File: src/design/ffm_defines.svh
// Bit positions, limits and counts for the fault flag monitor
`ifndef FFM_DEFINES_SVH
`define FFM_DEFINES_SVH
// ==========================================
// Fault status word bits
`define FFM_ERR_W 16
`define FFM_ERR_SUPPLY_DIP 0
`define FFM_ERR_FIELD_LOW 1
`define FFM_ERR_OSC_MISMATCH 2
`define FFM_ERR_NVM_FATAL 3
`define FFM_ERR_PLL_UNLOCKED 4
`define FFM_ERR_PATH_COMPARE 5
`define FFM_ERR_POWER_LOSS 6
`define FFM_ERR_QUAD_SKIP 7
`define FFM_ERR_REG_DRIFT 8
`define FFM_ERR_AVG_SPAN 9
// Power loss shows after every reset
`define FFM_ERR_RESET 16'h0040
// ==========================================
// Caution status word bits
`define FFM_WARN_W 16
`define FFM_WARN_FIELD_HIGH 0
`define FFM_WARN_TEMP_LIMIT 1
`define FFM_WARN_NVM_CORRECTED 2
`define FFM_WARN_TURN_SAT 3
`define FFM_WARN_LP_JUMP 4
`define FFM_WARN_FRAME_FORMAT 5
`define FFM_WARN_CRC 6
`define FFM_WARN_RESET 16'h0000
// ==========================================
// Position result word layout
`define FFM_POS_GENERAL_ERR 15
`define FFM_POS_SUPPLY_LOW 14
// ==========================================
// Thresholds and limits
`define FFM_FIELD_HI_STEP_SHIFT 5
`define FFM_FIELD_LO_STEP_SHIFT 4
`define FFM_TEMP_MIN_C (-60)
`define FFM_TEMP_MAX_C 180
`define FFM_TURN_LIMIT 256
// 135 degrees at 4096 codes per turn
`define FFM_LP_JUMP_DEG 135
`define FFM_LP_JUMP_CODES ((`FFM_LP_JUMP_DEG * 4096) / 360)
`define FFM_SCLK_SHORT 16
`define FFM_SCLK_LONG 20
`define FFM_LEVEL_COUNT 6
`endif

File: src/design/ffm_pkg.sv
// Types shared by the fault flag monitor
package ffm_pkg;
  // ==========================================
  // Monitor levels arriving from the analog domain
  typedef struct packed {
    logic supply_dip;
    logic reg_drift;
    logic osc_mismatch;
    logic pll_unlocked;
    logic path_mismatch;
    logic path_saturated;
  } ffm_levels_t;
  // ==========================================
  // One received serial frame, reported by the frame logic
  typedef struct packed {
    logic done;
    logic [5:0] sclk_count;
    logic first_mosi;
    logic crc_ok;
  } ffm_frame_t;
  typedef enum logic [1:0] {FFM_LP_ASLEEP, FFM_LP_WAKE, FFM_LP_HOLD} ffm_lp_state_t;
endpackage

File: src/design/ffm_sync.sv
// Three-stage synchroniser with agreement filter for monitor levels
`timescale 1ns/100ps
`default_nettype none
module ffm_sync #(
  parameter int W = 6
) (
  input wire logic CLK,
  input wire logic RESET,
  input wire logic [W-1:0] D,
  output logic [W-1:0] Q
);
  logic [W-1:0] s1;
  logic [W-1:0] s2;
  logic [W-1:0] s3;
  wire [W-1:0] agree = ~(s2 ^ s3);
  wire [W-1:0] next_q = (agree & s3) | (~agree & Q);
  // A level counts only once stages two and three agree
  always_ff @(posedge CLK) begin
    if (RESET) begin
      s1 <= '0;
      s2 <= '0;
      s3 <= '0;
      Q <= '0;
    end else begin
      s1 <= D;
      s2 <= s1;
      s3 <= s2;
      Q <= next_q;
    end
  end
endmodule
`default_nettype wire

File: src/design/ffm_monitor.sv
// Fault and caution flag collection for the angle sensor
//
// How it works
// - Supply dip sets fault bit and supply low
// - Field above high threshold sets caution flag
// - Field below low threshold sets fault flag
// - Temperature outside -60..180 sets caution flag
// - Oscillator cross-check mismatch sets fault flag
// - Single-bit memory error corrected and flagged
// - Multi-bit memory error sets fatal flag
// - Backup path mismatch or PLL unlock flagged
// - Path saturation reported as path failure
// - Power loss flag set after every reset
// - Skipped quadrature state sets skip flag
// - Regulator drift sets fault and supply low
// - Turn count saturating beyond 256 flagged
// - Low-power travel above 135 degrees flagged
// - Stay awake while travel exceeds hold angle
// - Averaging over three quadrants sets flag
// - Bad clock count or MOSI start flagged
// - Enabled long frames need valid check code
// - Any unmasked set flag raises general error summary
// - Masked flags do not drive general summary
// - All flag words are readable outputs
`include "ffm_defines.svh"
`timescale 1ns/100ps
`default_nettype none
module ffm_monitor
  import ffm_pkg::*;
(
  input wire logic CLK,
  input wire logic RESET,
  input wire ffm_levels_t MONITOR_LEVELS,
  input wire logic [11:0] FIELD_GAUSS,
  input wire logic [5:0] FIELD_HIGH_CODE,
  input wire logic [5:0] FIELD_LOW_CODE,
  input wire logic signed [9:0] TEMP_C,
  input wire logic NVM_READ,
  input wire logic [23:0] NVM_RAW,
  input wire logic NVM_SINGLE_ERR,
  input wire logic [4:0] NVM_ERR_POS,
  input wire logic NVM_MULTI_ERR,
  input wire logic [1:0] QUAD_STATE,
  input wire logic TURN_STEP,
  input wire logic TURN_UP,
  input wire logic TURN_CLEAR,
  input wire logic SLEEP_CYCLE_MODE,
  input wire logic WAKE_SAMPLE,
  input wire logic [10:0] WAKE_HOLD_ANGLE,
  input wire logic AVG_SAMPLE,
  input wire logic AVG_PERIOD_END,
  input wire logic [11:0] ANGLE,
  input wire ffm_frame_t FRAME,
  input wire logic FRAME_LONG,
  input wire logic CRC_CHECK_ENABLE,
  input wire logic [15:0] ERR_MASK,
  input wire logic [15:0] WARN_MASK,
  input wire logic [15:0] ERR_CLEAR,
  input wire logic [15:0] WARN_CLEAR,
  output logic [15:0] ERR_WORD,
  output logic [15:0] WARN_WORD,
  output logic [15:0] POSITION_RESULT_WORD,
  output logic [23:0] NVM_DATA,
  output logic NVM_DATA_VALID,
  output logic signed [9:0] TURN_COUNT,
  output logic STAY_AWAKE
);
  // ==========================================
  // Helper functions
  // Shortest circular distance between two 12-bit angles
  function automatic logic [11:0] angle_dist(input logic [11:0] a, input logic [11:0] b);
    logic [11:0] d;
    d = a - b;
    angle_dist = d[11] ? 12'(-d) : d;
  endfunction

  function automatic logic [2:0] count4(input logic [3:0] v);
    count4 = 3'(v[0]) + 3'(v[1]) + 3'(v[2]) + 3'(v[3]);
  endfunction

  // ==========================================
  // Synchronised analog monitor levels
  // Levels reach the flags five edges after the pin moves
  ffm_levels_t lvl;
  ffm_sync #(.W(`FFM_LEVEL_COUNT)) u_sync (
    .CLK(CLK),
    .RESET(RESET),
    .D(MONITOR_LEVELS),
    .Q(lvl)
  );

  // ==========================================
  // Field and temperature comparisons
  wire [10:0] field_hi_limit = {FIELD_HIGH_CODE, 5'h00};
  wire [9:0] field_lo_limit = {FIELD_LOW_CODE, 4'h0};
  // A zero code disables the check
  wire field_high = (FIELD_HIGH_CODE != 6'h00) && (FIELD_GAUSS > {1'b0, field_hi_limit});
  wire field_low = (FIELD_LOW_CODE != 6'h00) && (FIELD_GAUSS < {2'b00, field_lo_limit});
  wire temp_limit = (TEMP_C < 10'(`FFM_TEMP_MIN_C)) || (TEMP_C > 10'(`FFM_TEMP_MAX_C));

  // ==========================================
  // Memory error correction
  wire [23:0] flip_mask = 24'h000001 << NVM_ERR_POS;
  wire [23:0] next_nvm_data = NVM_SINGLE_ERR ? (NVM_RAW ^ flip_mask) : NVM_RAW;
  wire nvm_corrected = NVM_READ && NVM_SINGLE_ERR && !NVM_MULTI_ERR;
  wire nvm_fatal = NVM_READ && NVM_MULTI_ERR;

  // ==========================================
  // Quadrature sequence tracking
  logic [1:0] quad_prev;
  wire [1:0] quad_diff = QUAD_STATE ^ quad_prev;
  // Both lines moving at once means a state was skipped
  wire quad_skip = (quad_diff == 2'h3);

  // ==========================================
  // Turns counter, clamped at the limit
  // Down steps clamp at the same limit; a clear wins over a step
  wire turn_at_top = (TURN_COUNT == 10'(`FFM_TURN_LIMIT));
  wire turn_at_bot = (TURN_COUNT == -10'(`FFM_TURN_LIMIT));
  wire turn_sat = TURN_STEP && (TURN_UP ? turn_at_top : turn_at_bot);
  wire signed [9:0] next_turn = TURN_CLEAR ? 10'sh000 :
    (TURN_STEP && !turn_sat) ? (TURN_UP ? TURN_COUNT + 10'sh001 : TURN_COUNT - 10'sh001) :
    TURN_COUNT;

  // ==========================================
  // Low-power wake travel
  ffm_lp_state_t lp_state;
  ffm_lp_state_t next_lp_state;
  logic [11:0] wake_prev;
  wire [11:0] wake_travel = angle_dist(ANGLE, wake_prev);
  wire wake_check = SLEEP_CYCLE_MODE && WAKE_SAMPLE && (lp_state != FFM_LP_ASLEEP);
  wire lp_jump = wake_check && (wake_travel > 12'(`FFM_LP_JUMP_CODES));
  wire wake_fast = wake_travel > {1'b0, WAKE_HOLD_ANGLE};

  always_comb begin
    next_lp_state = lp_state;
    unique case (lp_state)
      FFM_LP_ASLEEP: begin
        if (SLEEP_CYCLE_MODE && WAKE_SAMPLE) begin
          next_lp_state = FFM_LP_WAKE;
        end
      end
      FFM_LP_WAKE: begin
        if (!SLEEP_CYCLE_MODE) begin
          next_lp_state = FFM_LP_ASLEEP;
        end else if (WAKE_SAMPLE) begin
          next_lp_state = wake_fast ? FFM_LP_HOLD : FFM_LP_WAKE;
        end
      end
      FFM_LP_HOLD: begin
        // A slow sample or leaving sleep cycle mode drops the hold back to the wake state
        if (!SLEEP_CYCLE_MODE || (WAKE_SAMPLE && !wake_fast)) begin
          next_lp_state = FFM_LP_WAKE;
        end
      end
    endcase
  end

  // ==========================================
  // Averaging quadrant span
  logic [3:0] quad_seen;
  wire [3:0] quad_hit = AVG_SAMPLE ? (4'h1 << ANGLE[11:10]) : 4'h0;
  wire [3:0] quad_now = quad_seen | quad_hit;
  wire avg_span = AVG_PERIOD_END && (count4(quad_now) > 3'h2);
  wire [3:0] next_quad_seen = AVG_PERIOD_END ? 4'h0 : quad_now;

  // ==========================================
  // Serial frame checks
  wire sclk_bad = (FRAME.sclk_count != 6'(`FFM_SCLK_SHORT)) &&
    (FRAME.sclk_count != 6'(`FFM_SCLK_LONG));
  wire frame_format = FRAME.done && (sclk_bad || FRAME.first_mosi);
  // Short frames carry no check code, so only long ones are tested
  wire crc_fail = FRAME.done && FRAME_LONG && CRC_CHECK_ENABLE && !FRAME.crc_ok;

  // ==========================================
  // Flag collection
  logic [15:0] err_set;
  logic [15:0] warn_set;
  always_comb begin
    err_set = 16'h0000;
    warn_set = 16'h0000;
    err_set[`FFM_ERR_SUPPLY_DIP] = lvl.supply_dip;
    err_set[`FFM_ERR_FIELD_LOW] = field_low;
    err_set[`FFM_ERR_OSC_MISMATCH] = lvl.osc_mismatch;
    err_set[`FFM_ERR_NVM_FATAL] = nvm_fatal;
    err_set[`FFM_ERR_PLL_UNLOCKED] = lvl.pll_unlocked;
    err_set[`FFM_ERR_PATH_COMPARE] = lvl.path_mismatch | lvl.path_saturated;
    err_set[`FFM_ERR_QUAD_SKIP] = quad_skip;
    err_set[`FFM_ERR_REG_DRIFT] = lvl.reg_drift;
    err_set[`FFM_ERR_AVG_SPAN] = avg_span;
    warn_set[`FFM_WARN_FIELD_HIGH] = field_high;
    warn_set[`FFM_WARN_TEMP_LIMIT] = temp_limit;
    warn_set[`FFM_WARN_NVM_CORRECTED] = nvm_corrected;
    warn_set[`FFM_WARN_TURN_SAT] = turn_sat;
    warn_set[`FFM_WARN_LP_JUMP] = lp_jump;
    warn_set[`FFM_WARN_FRAME_FORMAT] = frame_format;
    warn_set[`FFM_WARN_CRC] = crc_fail;
  end

  // A new event beats a clear in the same cycle
  wire [15:0] next_err = (ERR_WORD & ~ERR_CLEAR) | err_set;
  wire [15:0] next_warn = (WARN_WORD & ~WARN_CLEAR) | warn_set;
  wire next_general = |(next_err & ~ERR_MASK) || |(next_warn & ~WARN_MASK);
  wire [15:0] supply_low_bits = (16'h0001 << `FFM_ERR_SUPPLY_DIP) |
    (16'h0001 << `FFM_ERR_REG_DRIFT);
  wire next_supply_low = |(next_err & supply_low_bits & ~ERR_MASK);
  wire [15:0] next_pos = {next_general, next_supply_low, 2'b00, ANGLE};

  // ==========================================
  // Registers
  always_ff @(posedge CLK) begin
    if (RESET) begin
      ERR_WORD <= `FFM_ERR_RESET;
      WARN_WORD <= `FFM_WARN_RESET;
      POSITION_RESULT_WORD <= 16'h8000;
    end else begin
      ERR_WORD <= next_err;
      WARN_WORD <= next_warn;
      POSITION_RESULT_WORD <= next_pos;
    end
  end

  always_ff @(posedge CLK) begin
    if (RESET) begin
      NVM_DATA <= 24'h000000;
      NVM_DATA_VALID <= 1'b0;
      TURN_COUNT <= 10'sh000;
      STAY_AWAKE <= 1'b0;
      lp_state <= FFM_LP_ASLEEP;
    end else begin
      NVM_DATA <= NVM_READ ? next_nvm_data : NVM_DATA;
      NVM_DATA_VALID <= NVM_READ;
      TURN_COUNT <= next_turn;
      STAY_AWAKE <= (next_lp_state == FFM_LP_HOLD);
      lp_state <= next_lp_state;
    end
  end

  always_ff @(posedge CLK) begin
    if (RESET) begin
      quad_prev <= 2'h0;
      wake_prev <= 12'h000;
      quad_seen <= 4'h0;
    end else begin
      quad_prev <= QUAD_STATE;
      wake_prev <= WAKE_SAMPLE ? ANGLE : wake_prev;
      quad_seen <= next_quad_seen;
    end
  end
endmodule
`default_nettype wire

File: config.mk
export PLATFORM = sky130hd
export DESIGN_NAME = ffm_monitor
export DESIGN_NICKNAME = d
export VERILOG_FILES = /design/src/design/ffm_pkg.sv /design/src/design/ffm_sync.sv /design/src/design/ffm_monitor.sv
export VERILOG_INCLUDE_DIRS = /design/src /design/src/design
export SDC_FILE = /design/constraint.sdc
export NUM_CORES = 1
export LEC_CHECK = 0
export ABC_CLOCK_PERIOD_IN_PS = 4900
export BUFFER_PORTS_ARGS = -buffer_cell sky130_fd_sc_hd__buf_2
export CAP_MARGIN = 20
export CORE_UTILIZATION = 45
export CTS_CLUSTER_SIZE = 28
export DETAILED_ROUTE_END_ITERATION = 16
export PLACE_DENSITY = 0.86
export SYNTH_ARGS = -nofsm -noshare
export SYNTH_HDL_FRONTEND = slang
export SYNTH_HIERARCHICAL = 1
export SYNTH_SLANG_ARGS = --single-unit
export TNS_END_PERCENT = 5
File: constraint.sdc
create_clock -name CLK -period 4.9 [get_ports CLK]
set_input_delay 1.225 -clock CLK [delete_from_list [all_inputs] [get_ports CLK]]
set_output_delay 1.225 -clock CLK [all_outputs]
set_load 0.03 [all_outputs]
### Word level (Yosys, flattened, before mapping)

Cells that the tools add are included.

* flip-flop bits (word level): 128
* input bits: 181
* output and inout bits: 84
* word-level logic and storage cells: 107

* add/sub/neg operators: 7
* order comparisons: 7
* eq/ne operators: 8
* shifts and indexed selects: 2
* multiplexer cells: 11
* bitwise logic cells: 21
* reductions and logical operators: 35

Operators with widths (count)
* AND 16 bit: 4
* NOT 16 bit: 4
* OR reduction 16 bit: 3
* greater-than comparator 12 x 11 -> 1 bit: 2
* two-way mux 24 bit: 1
* left shift 1 x 5 -> 24 bit, first input constant: 1
* bitwise XOR 24 bit: 1
* logical AND 1 bit: 17
* AND 9 x 16 -> 16 bit: 1
* OR 16 x 10 -> 16 bit: 1
* OR 16 x 7 -> 16 bit: 1
* AND 6 bit: 2
* greater-than comparator 12 x 11 -> 1 bit, second input constant: 1
* < comparator 12 x 10 -> 1 bit: 1
* two-way mux 12 bit: 1
* != test 6 x 5 -> 1 bit, second input constant: 2
* negator 12 bit: 1
* NOT 6 bit: 2
* nonzero test 6 bit: 2
* subtractor 12 bit: 1
* adder 10 x 2 -> 10 bit, second input constant: 1
* == test 10 bit, second input constant: 1
* == test 10 x 9 -> 1 bit, second input constant: 1
* greater-than comparator 10 x 9 -> 1 bit, second input constant: 1
* other kinds (24): 38

### Depth between registers and ports, before layout

Gate-level depths: netlist of the first run.

* depth after elaboration: 12
* mapped depth: 21
* depth with buffers taken out: 20

### Cells and area by module

Netlist of the first run, hierarchy kept.

By module, submodules not included
* ffm_monitor: times used 1, cells each 765, area an instance 6327.3 um2, sequential area each 2042.0 um2
* ffm_sync: times used 1, cells each 62, area an instance 720.7 um2, sequential area each 480.5 um2

### Worst setup path before layout of the first run

No wires, ideal clock.

* path kind: input to register
* start point: input ANGLE[7]
* end point: register STAY_AWAKE
* setup time: 0.115 ns
* arrival time: 4.568 ns
* required time: 4.785 ns
* slack: 0.217 ns
* stages: 19
* path buffers: 2
* path through: ha_1 > buf_6 > and3_1 > a221o_1 > or4_4 > o211ai_2 > buf_4 > nand2_1 > o21ai_0 > ha_1 > nor2b_1 > o21a_1 > o21a_1 > o211ai_1 > a21oi_1 > o221ai_1 > a31oi_1 > a31o_2 > and2_1

* longest elaborated chain between the ends: 10
* elaborated cells on any way between the ends: 13
* classes of those cells: add/sub: 2; order compare: 1; eq/ne: 1; mux: 6; reduce/logical: 3

Ends and longest elaborated chain
* start, declared: RTL line ffm_monitor.sv:52 `input wire logic [11:0] ANGLE,`
* subtractor 12 bit *: RTL line ffm_monitor.sv:73 `d = a - b;`
* negator 12 bit: RTL line ffm_monitor.sv:74 `angle_dist = d[11] ? 12'(-d) : d;`
* two-way mux 12 bit *: RTL line ffm_monitor.sv:74
* greater-than comparator 12 x 11 -> 1 bit *: RTL line ffm_monitor.sv:133 `wire wake_fast = wake_travel > {1'b0, WAKE_HOLD_ANGLE};`
* zero test 1 bit: RTL line ffm_monitor.sv:152 `if (!SLEEP_CYCLE_MODE || (WAKE_SAMPLE && !wake_fast)) begin`
* logical AND 1 bit: RTL line ffm_monitor.sv:152
* logical OR 1 bit: RTL line ffm_monitor.sv:152
* two-way mux 2 bit: RTL line ffm_monitor.sv:152
* one-hot mux 2 bit (3 select lines) *: RTL line ffm_monitor.sv:137 `unique case (lp_state)`
* == test 2 bit *: RTL line ffm_monitor.sv:234 `STAY_AWAKE <= (next_lp_state == FFM_LP_HOLD);`
* end signal, assigned: RTL line ffm_monitor.sv:234
* end, declared: RTL line ffm_monitor.sv:66 `output logic STAY_AWAKE`

Mark *: on every way between the ends. The rest lies on a longest branch, timed or not.
A chain may end at the register's enable or synchronous reset.

### Final worst setup path of the first run

* start point: input ANGLE[0]
* end point: register STAY_AWAKE

The elaborated chain is that of the path after synthesis.

==> out/results.tsv, run 1 <==
stage	metric	value	unit
run_status	outcome	finished, final reports clean	
route	routed_via_density	5.180	
timing	final-setup-viol-count	0	
yosys	synth-seq-area-share	35.79	%
route	via_count	6951	
min_path	hold_path_class	register to register	
yosys	syn_avg_cell_area	8.522	µm²
clocking	cts_buffers	17	
route	drt_wl_total	19.05	mm
grt	track_usage	23.04	%
timing	period_needed	4601	ps
yosys	synth_top_area_share	35.79	%
yosys	synthDistinctLibCells	75	
clocking	clockBufferDepth	2	
critical_path	critical_path_peak_fanout	4	
power_and_ir_drop	combPwrFrac	25.0	%
clocking	clk_pin_slew	60	ps
route	route.detailed.drc	0	
route	wl_per_cell	14.19	µm
yosys	netlist_top_cells_count	dfxtp_1, nor2_1, inv_1, ha_1, a21oi_1	
yosys	synth_top_area_cell	dfxtp_1	
power_and_ir_drop	vdd_drop_max	228.4	µV
timing	skew	7.573	ps
placed_design	io_buffers	261	
clocking	cts_sinks	126	
timing	maxSlewHeadroom	45.25	%
grt	overflow	0	
placed_design	gp_congestion	0.8526	
critical_path	path_class	input pin to register	
placed_design	pre_cts_ws	-169.7	ps
floorplanning	core	0.01526	mm²
power_and_ir_drop	p_sw	0.0009151	W
yosys	synth.most_common_cell	dfxtp_1	
yosys	ys.flop_type	dfxtp_1	
yosys	syn-cell-area	0.007048	mm²
floorplanning	die_h	127.2	µm
timing	hold_violations	0	
power_and_ir_drop	leakage	4.451	nW
clocking	clock_latency	410	ps
power_and_ir_drop	power_frac_seq	35.4	%
clocking	clockRootBuffer	clkbuf_16	
yosys	yosys_register_bits	126	
power_and_ir_drop	finalPower	0.003093	W
critical_path	worst_ep_required_time	5200	ps
power_and_ir_drop	swShare	29.59	%
yosys	async_flop_share	0	%
timing	drv_slew	0	
critical_path	reg2reg_slack	960	ps
critical_path	critPathLaunchType	input pin	
yosys	yosys-top-cells-area	dfxtp_1, ha_1, nor2_1, inv_1, a21oi_1	
clocking	cts_tree	built	
power_and_ir_drop	power_density	330.2	mW/mm²
floorplanning	start_util	46.19	%
timing	setup_slack	298.7	ps
route	dr.first_iter.drc_count	269	
timing	whs	433.3	ps
clocking	htree_levels	4	
grt	grt_max_degree	52	
power_and_ir_drop	p_int	0.002177	W
grt	grt_pass1_vias	6390	
placed_design	dp_hpwl	15.22	mm
cells_and_area	layout-drive-gt1-share	31.86	%
grt	antenna_found_initial	1	
cells_and_area	area_growth	32.90	%
yosys	netlist_instances	827	
route	firstDrtPassIters	5	
critical_path	critPathArrivalTime	4910	ps
grt	grt_pass1_wl	29.30	mm
cells_and_area	layout.nets	1350	
floorplanning	placement_rows	45	
floorplanning	die_area	0.01617	mm²
floorplanning	pin_count	265	
route	ant_nets	0	
power_and_ir_drop	clockPowerShare	39.6	%
timing	fmax	217.3	MHz
timing	timing.final.crit_share	93.90	%
timing	rsz0062_at_grt	false	
clocking	cts_setup_buffers	0	
yosys	synth-edff-count	0	
timing	worst_pin_slew	821.3	ps
yosys	yosysWarnings	6	
floorplanning	die_x	127.2	µm
job	max_cap_violations	0	
critical_path	cp-end-kind	register	
repair_timing:
item	CTS	global route
setup endpoints to repair	0	1
resized for setup	0	1
hold buffers	0	0
power groups by stage:
| stage | registers (W) | logic, W | clock network, W |
|---|---|---|---|
| 6_report | 0.00109 | 0.000774 | 0.00122 |
| 5_1_grt | 0.00110 | 0.000854 | 0.00130 |
| 4_1_cts | 0.00109 | 0.000766 | 0.00125 |
| 3_5_place_dp | 0.00112 | 0.000761 | 0 |
| 3_3_place_gp | 0.00111 | 0.000742 | 0 |
| 2_1_floorplan | 0.00117 | 0.000432 | 0 |
final cells by class:
type	count	area (µm²)
Antenna cell	1	2.502
Clock buffer	18	439.2
Clock inverter	13	141.4
Fill cell	1319	5892
Inverter	67	251.5
Multi-Input combinational cell	603	4121
Sequential cell	126	2522
Tap cell	211	264.0
Timing Repair Buffer	303	1624
cells in the final DEF (no fill, tap or decap), drive strengths merged, types with 9 or more instances in the layout:
| cell type | n |
|---|---|
| nor4 | 9 |
| nor2 | 100 |
| nand4 | 10 |
| nand2 | 45 |
| a311oi | 9 |
| or3 | 12 |
| mux2i | 18 |
| buf | 303 |
| a21o | 9 |
| nand2b | 27 |
| ha | 48 |
| inv | 68 |
| o22ai | 13 |
| nand3 | 11 |
| a21oi | 46 |
| o21ai | 25 |
| nor2b | 38 |
| xnor2 | 19 |
| a211oi | 22 |
| xor2 | 23 |
| clkbuf | 18 |
| dfxtp | 126 |
| nor3 | 20 |
layer usage:
| metal | track usage [%] | wire length, µm | vias to the layer above |
|---|---|---|---|
| li1 | - | - | 3491 |
| met1 | 26.02 | 8080 | 3191 |
| met3 | 5.905 | 1139 | 38 |
| met2 | 40.11 | 9181 | 231 |
| met5 | 0 | 0 | - |
| met4 | 11.97 | 644 | 0 |
worst paths after layout:
path                                     end  cells after the start         start
worst max-delay path              STAY_AWAKE                     19      ANGLE[0]
worst min-delay path            u_sync/s2[2]                      1  u_sync/s1[2]
worst max register to register    STAY_AWAKE                     17  wake_prev[0]
worst min register to register  u_sync/s2[2]                      1  u_sync/s1[2]
kinds of logic (layout without fill, tap and decap cells):
group | count (synthesis) | after routing | share of synthesized area [%]
xor gates and xnor gates | 42 | 42 | 5.219
DFF | 126 | 126 | 35.79
other | 1 | 3 | 0.05321
AOI/OAI and AO/OA | 179 | 179 | 17.70
and+or+nand+nor | 310 | 310 | 23.27
adders and majority gates | 51 | 51 | 9.373
muxes | 19 | 19 | 2.716
buffers and inverters | 99 | 401 | 5.876
worst max-delay path, cell delays in order:
cell      delay (ps)
buf_2            110
inv_1             70
ha_1             190
inv_1             60
fa_1             410
and3_1           180
or3_1            340
a221oi_2         330
o211ai_1         210
o31a_1           350
xnor2_1          150
ha_1             290
nand4_1          110
nor2_1           130
nand4_1          120
o221ai_2         110
a31oi_1          120
a31o_2           250
and2_1           150
through the flow:
step | TNS, ps | util [%] | instance area [µm²] | cells
CTS | 0 | 61.33 | 9358 | 1341
finish | 0 | 61.39 | 9366 | 1342
floorplan | 0 | - | 7052 | 828
detailed placement | -198.1 | 57.52 | 8777 | 1310
global placement | -105.8 | 57.52 | 8777 | 1310
global route | 0 | 61.39 | 9366 | 1342
state kept, by name, summed over array words and instances, names as in the netlist, 2 cells and up, named ones only:
name and count:
ERR_WORD 16, NVM_DATA 24, POSITION_RESULT_WORD 14, TURN_COUNT 10
WARN_WORD 16, lp_state 2, quad_prev 2, quad_seen 4
u_sync/s1 6, u_sync/s2 6, u_sync/s3 6, wake_prev 12
(Power assumes the default switching activity.)
==> inputs of run 2 (changes only) <==
--- a/config.mk
+++ b/config.mk
@@ -9,9 +9,11 @@
 export ABC_CLOCK_PERIOD_IN_PS = 4900
 export BUFFER_PORTS_ARGS = -buffer_cell sky130_fd_sc_hd__buf_2
 export CAP_MARGIN = 20
+export CORE_MARGIN = 2
 export CORE_UTILIZATION = 45
 export CTS_CLUSTER_SIZE = 28
 export DETAILED_ROUTE_END_ITERATION = 16
+export GPL_TIMING_DRIVEN = 0
 export PLACE_DENSITY = 0.86
 export SYNTH_ARGS = -nofsm -noshare
 export SYNTH_HDL_FRONTEND = slang
==> constraint.sdc (replaced) <==
create_clock -name CLK -period 4.9 [get_ports CLK]
set_input_delay 0.245 -clock CLK [delete_from_list [all_inputs] [get_ports CLK]]
set_output_delay 0.245 -clock CLK [all_outputs]
set_load 0.03 [all_outputs]
==> out/results.tsv, run 2 (synthesis results as in run 1) <==
stage	metric	value	unit	change
run_status	outcome	finished, final reports clean		
clocking	cts_resized	0		unchanged
cells_and_area	reg.largest.list	NVM_DATA x24, ERR_WORD x16, WARN_WORD x16		
floorplanning	pin_count	265		unchanged
timing	hold_violations	0		unchanged
cells_and_area	regMostFlops	NVM_DATA		
cells_and_area	multi_input_area	0.004115	mm²	-0.15%
clocking	cts_sinks	126		unchanged
placed_design	gp_congestion	0.8925		+4.7%
critical_path	path_class	register to register		
floorplanning	die_x	129.2	µm	+1.6%
critical_path	critical_path_peak_fanout	5		+1
route	route.detailed.drc	0		unchanged
clocking	clk_pin_slew	60	ps	about the same
cells_and_area	final_common_cell	buf_2		
timing	fmax	230.4	MHz	+6.0%
critical_path	crit_chain	ha_1 -> inv_1 -> fa_1 -> xnor2_1 -> nand3_1 -> a221oi_2 -> o211ai_1 -> nand2_1 -> xnor2_1 -> ha_1 -> a21oi_1 -> nor2b_1 -> o21ai_0 -> nand2_1 -> o221ai_1 -> a31oi_1 -> a31o_2 -> and2_1		
timing	setup_slack	559.5	ps	+260.7 ps
grt	overflow	0		unchanged
power_and_ir_drop	finalPower	0.003084	W	-0.27%
grt	grt_max_degree	17		-67%
timing	worst_pin_slew	812.2	ps	-9.083 ps
timing	fin_setup_tns	0	ps	unchanged
placed_design	dp_hpwl	16.28	mm	+7.0%
power_and_ir_drop	leakage	4.327	nW	-2.8%
clocking	cts_buffers	17		unchanged
critical_path	critical_path.top_delay_family	compound AO/OA/AOI/OAI gates		
timing	final-setup-viol-count	0		unchanged
cells_and_area	nFillCells	1351		+2.4%
floorplanning	core	0.01526	mm²	unchanged
placed_design	placed_cell_area	0.008612	mm²	-1.9%
critical_path	critPathArrivalTime	4640	ps	-270 ps
grt	track_usage	23.92	%	+0.88 points
floorplanning	die_area	0.01668	mm²	+3.2%
route	routed_via_density	5.223		+0.83%
timing	timing.final.crit_share	88.58	%	-5.3 points
cells_and_area	layout_common_cells	buf_2, dfxtp_1, nor2_1, inv_1, ha_1		
timing	rsz0062_at_grt	false		
timing	period_needed	4341	ps	-260.7 ps
critical_path	worst_ep_required_time	5200	ps	about the same
power_and_ir_drop	power_density	334.1	mW/mm²	+1.2%
floorplanning	placement_rows	45		unchanged
grt	grt_pass1_vias	6519		+2.0%
floorplanning	start_util	46.19	%	unchanged
cells_and_area	regArea	0.002522	mm²	unchanged
route	ant_nets	0		unchanged
route	via_count	6967		+0.23%
critical_path	critPathLaunchType	register		
critical_path	critical_path_buf_inv_count	1		-2
critical_path	crit_path_max_incr_delay	490	ps	+80 ps
cells_and_area	design_area	0.009233	mm²	-1.4%
grt	grt_pass1_wl	31.15	mm	+6.3%
timing	skew	11.56	ps	+3.988 ps
cells_and_area	area_growth	31.00	%	
route	wl_per_cell	15.30	µm	+7.8%
placed_design	io_buffers	259		-0.77%
clocking	clock_latency	410	ps	about the same
critical_path	cpMaxStageDelayCell	xnor2_1		
power_and_ir_drop	vdd_drop_max	249.1	µV	+9.0%
grt	antenna_found_initial	3		+2
route	firstDrtPassIters	6		+1
clocking	clockBufferDepth	2		unchanged
route	drt_wl_total	20.42	mm	+7.2%
clocking	cts_tree	built		
cells_and_area	largest_reg_flops	24		unchanged
job	max_cap_violations	0		unchanged
placed_design	pre_cts_ws	491.8	ps	+661.5 ps
cells_and_area	layout-drive-gt1-share	28.90	%	-3.0 points
critical_path	cp-end-kind	register		
timing	maxSlewHeadroom	45.85	%	+0.61 points
clocking	htree_levels	4		unchanged
clocking	clockRootBuffer	clkbuf_16		
cells_and_area	layout.nets	1340		-0.74%
route	dr.first_iter.drc_count	442		+64%
timing	drv_slew	0		unchanged
min_path	hold_path_class	input pin to register		
floorplanning	die_h	129.2	µm	+1.6%
-- run 2: through the flow --
| stage | utilization [%] | hold WS, ps | std cells |
|---|---|---|---|
| floorplan | - | 321.1 | 828 |
| finish | 60.51 | 39.45 | 1334 |
| global placement | 56.44 | 415.8 | 1298 |
| detailed placement | 56.44 | 420.7 | 1298 |
| CTS | 60.48 | 19.24 | 1332 |
| global route | 60.51 | 33.85 | 1334 |
-- run 2: cell type report --
cell class	count	share of cell area, %
antenna	2	0.05421
tap	211	2.859
timing repair buffer	261	14.26
clock buffer	18	4.757
buffer	32	1.762
multi-input combinational	603	44.57
clock inverter	14	1.694
sequential	126	27.32
inverter	67	2.724
-- run 2: metal layers --
layer	GRT usage [%]	part of all wire, %	vias to the layer above
li1	-	-	3476
met1	28.30	41	3206
met2	41.83	49	256
met3	5.987	7.6	27
met4	9.015	1.6	2
met5	0	0.064	-
-- run 2: report_power, final --
part           total [W]  internal (W)  switching [W]
registers        0.00109       0.00107      0.0000242
logic           0.000720      0.000301       0.000419
clock network    0.00127      0.000772       0.000497
total            0.00308       0.00214       0.000941
-- run 2: final timing paths --
| check | end | start | slack [ps] | depth (start not counted) |
|---|---|---|---|---|
| worst max-delay path | STAY_AWAKE | wake_prev[0] | 560 | 18 |
| worst max register to register | STAY_AWAKE | wake_prev[0] | 560 | 18 |
| worst min-delay path | u_sync/s1[5] | MONITOR_LEVELS[5] | 40 | 2 |
| worst min register to register | u_sync/s2[3] | u_sync/s1[3] | 430 | 1 |
-- run 2: timing repair --
action                                 CTS  global route
hold buffers                             2             0
buffers inserted                         0             0
endpoints found under the hold margin    2             0
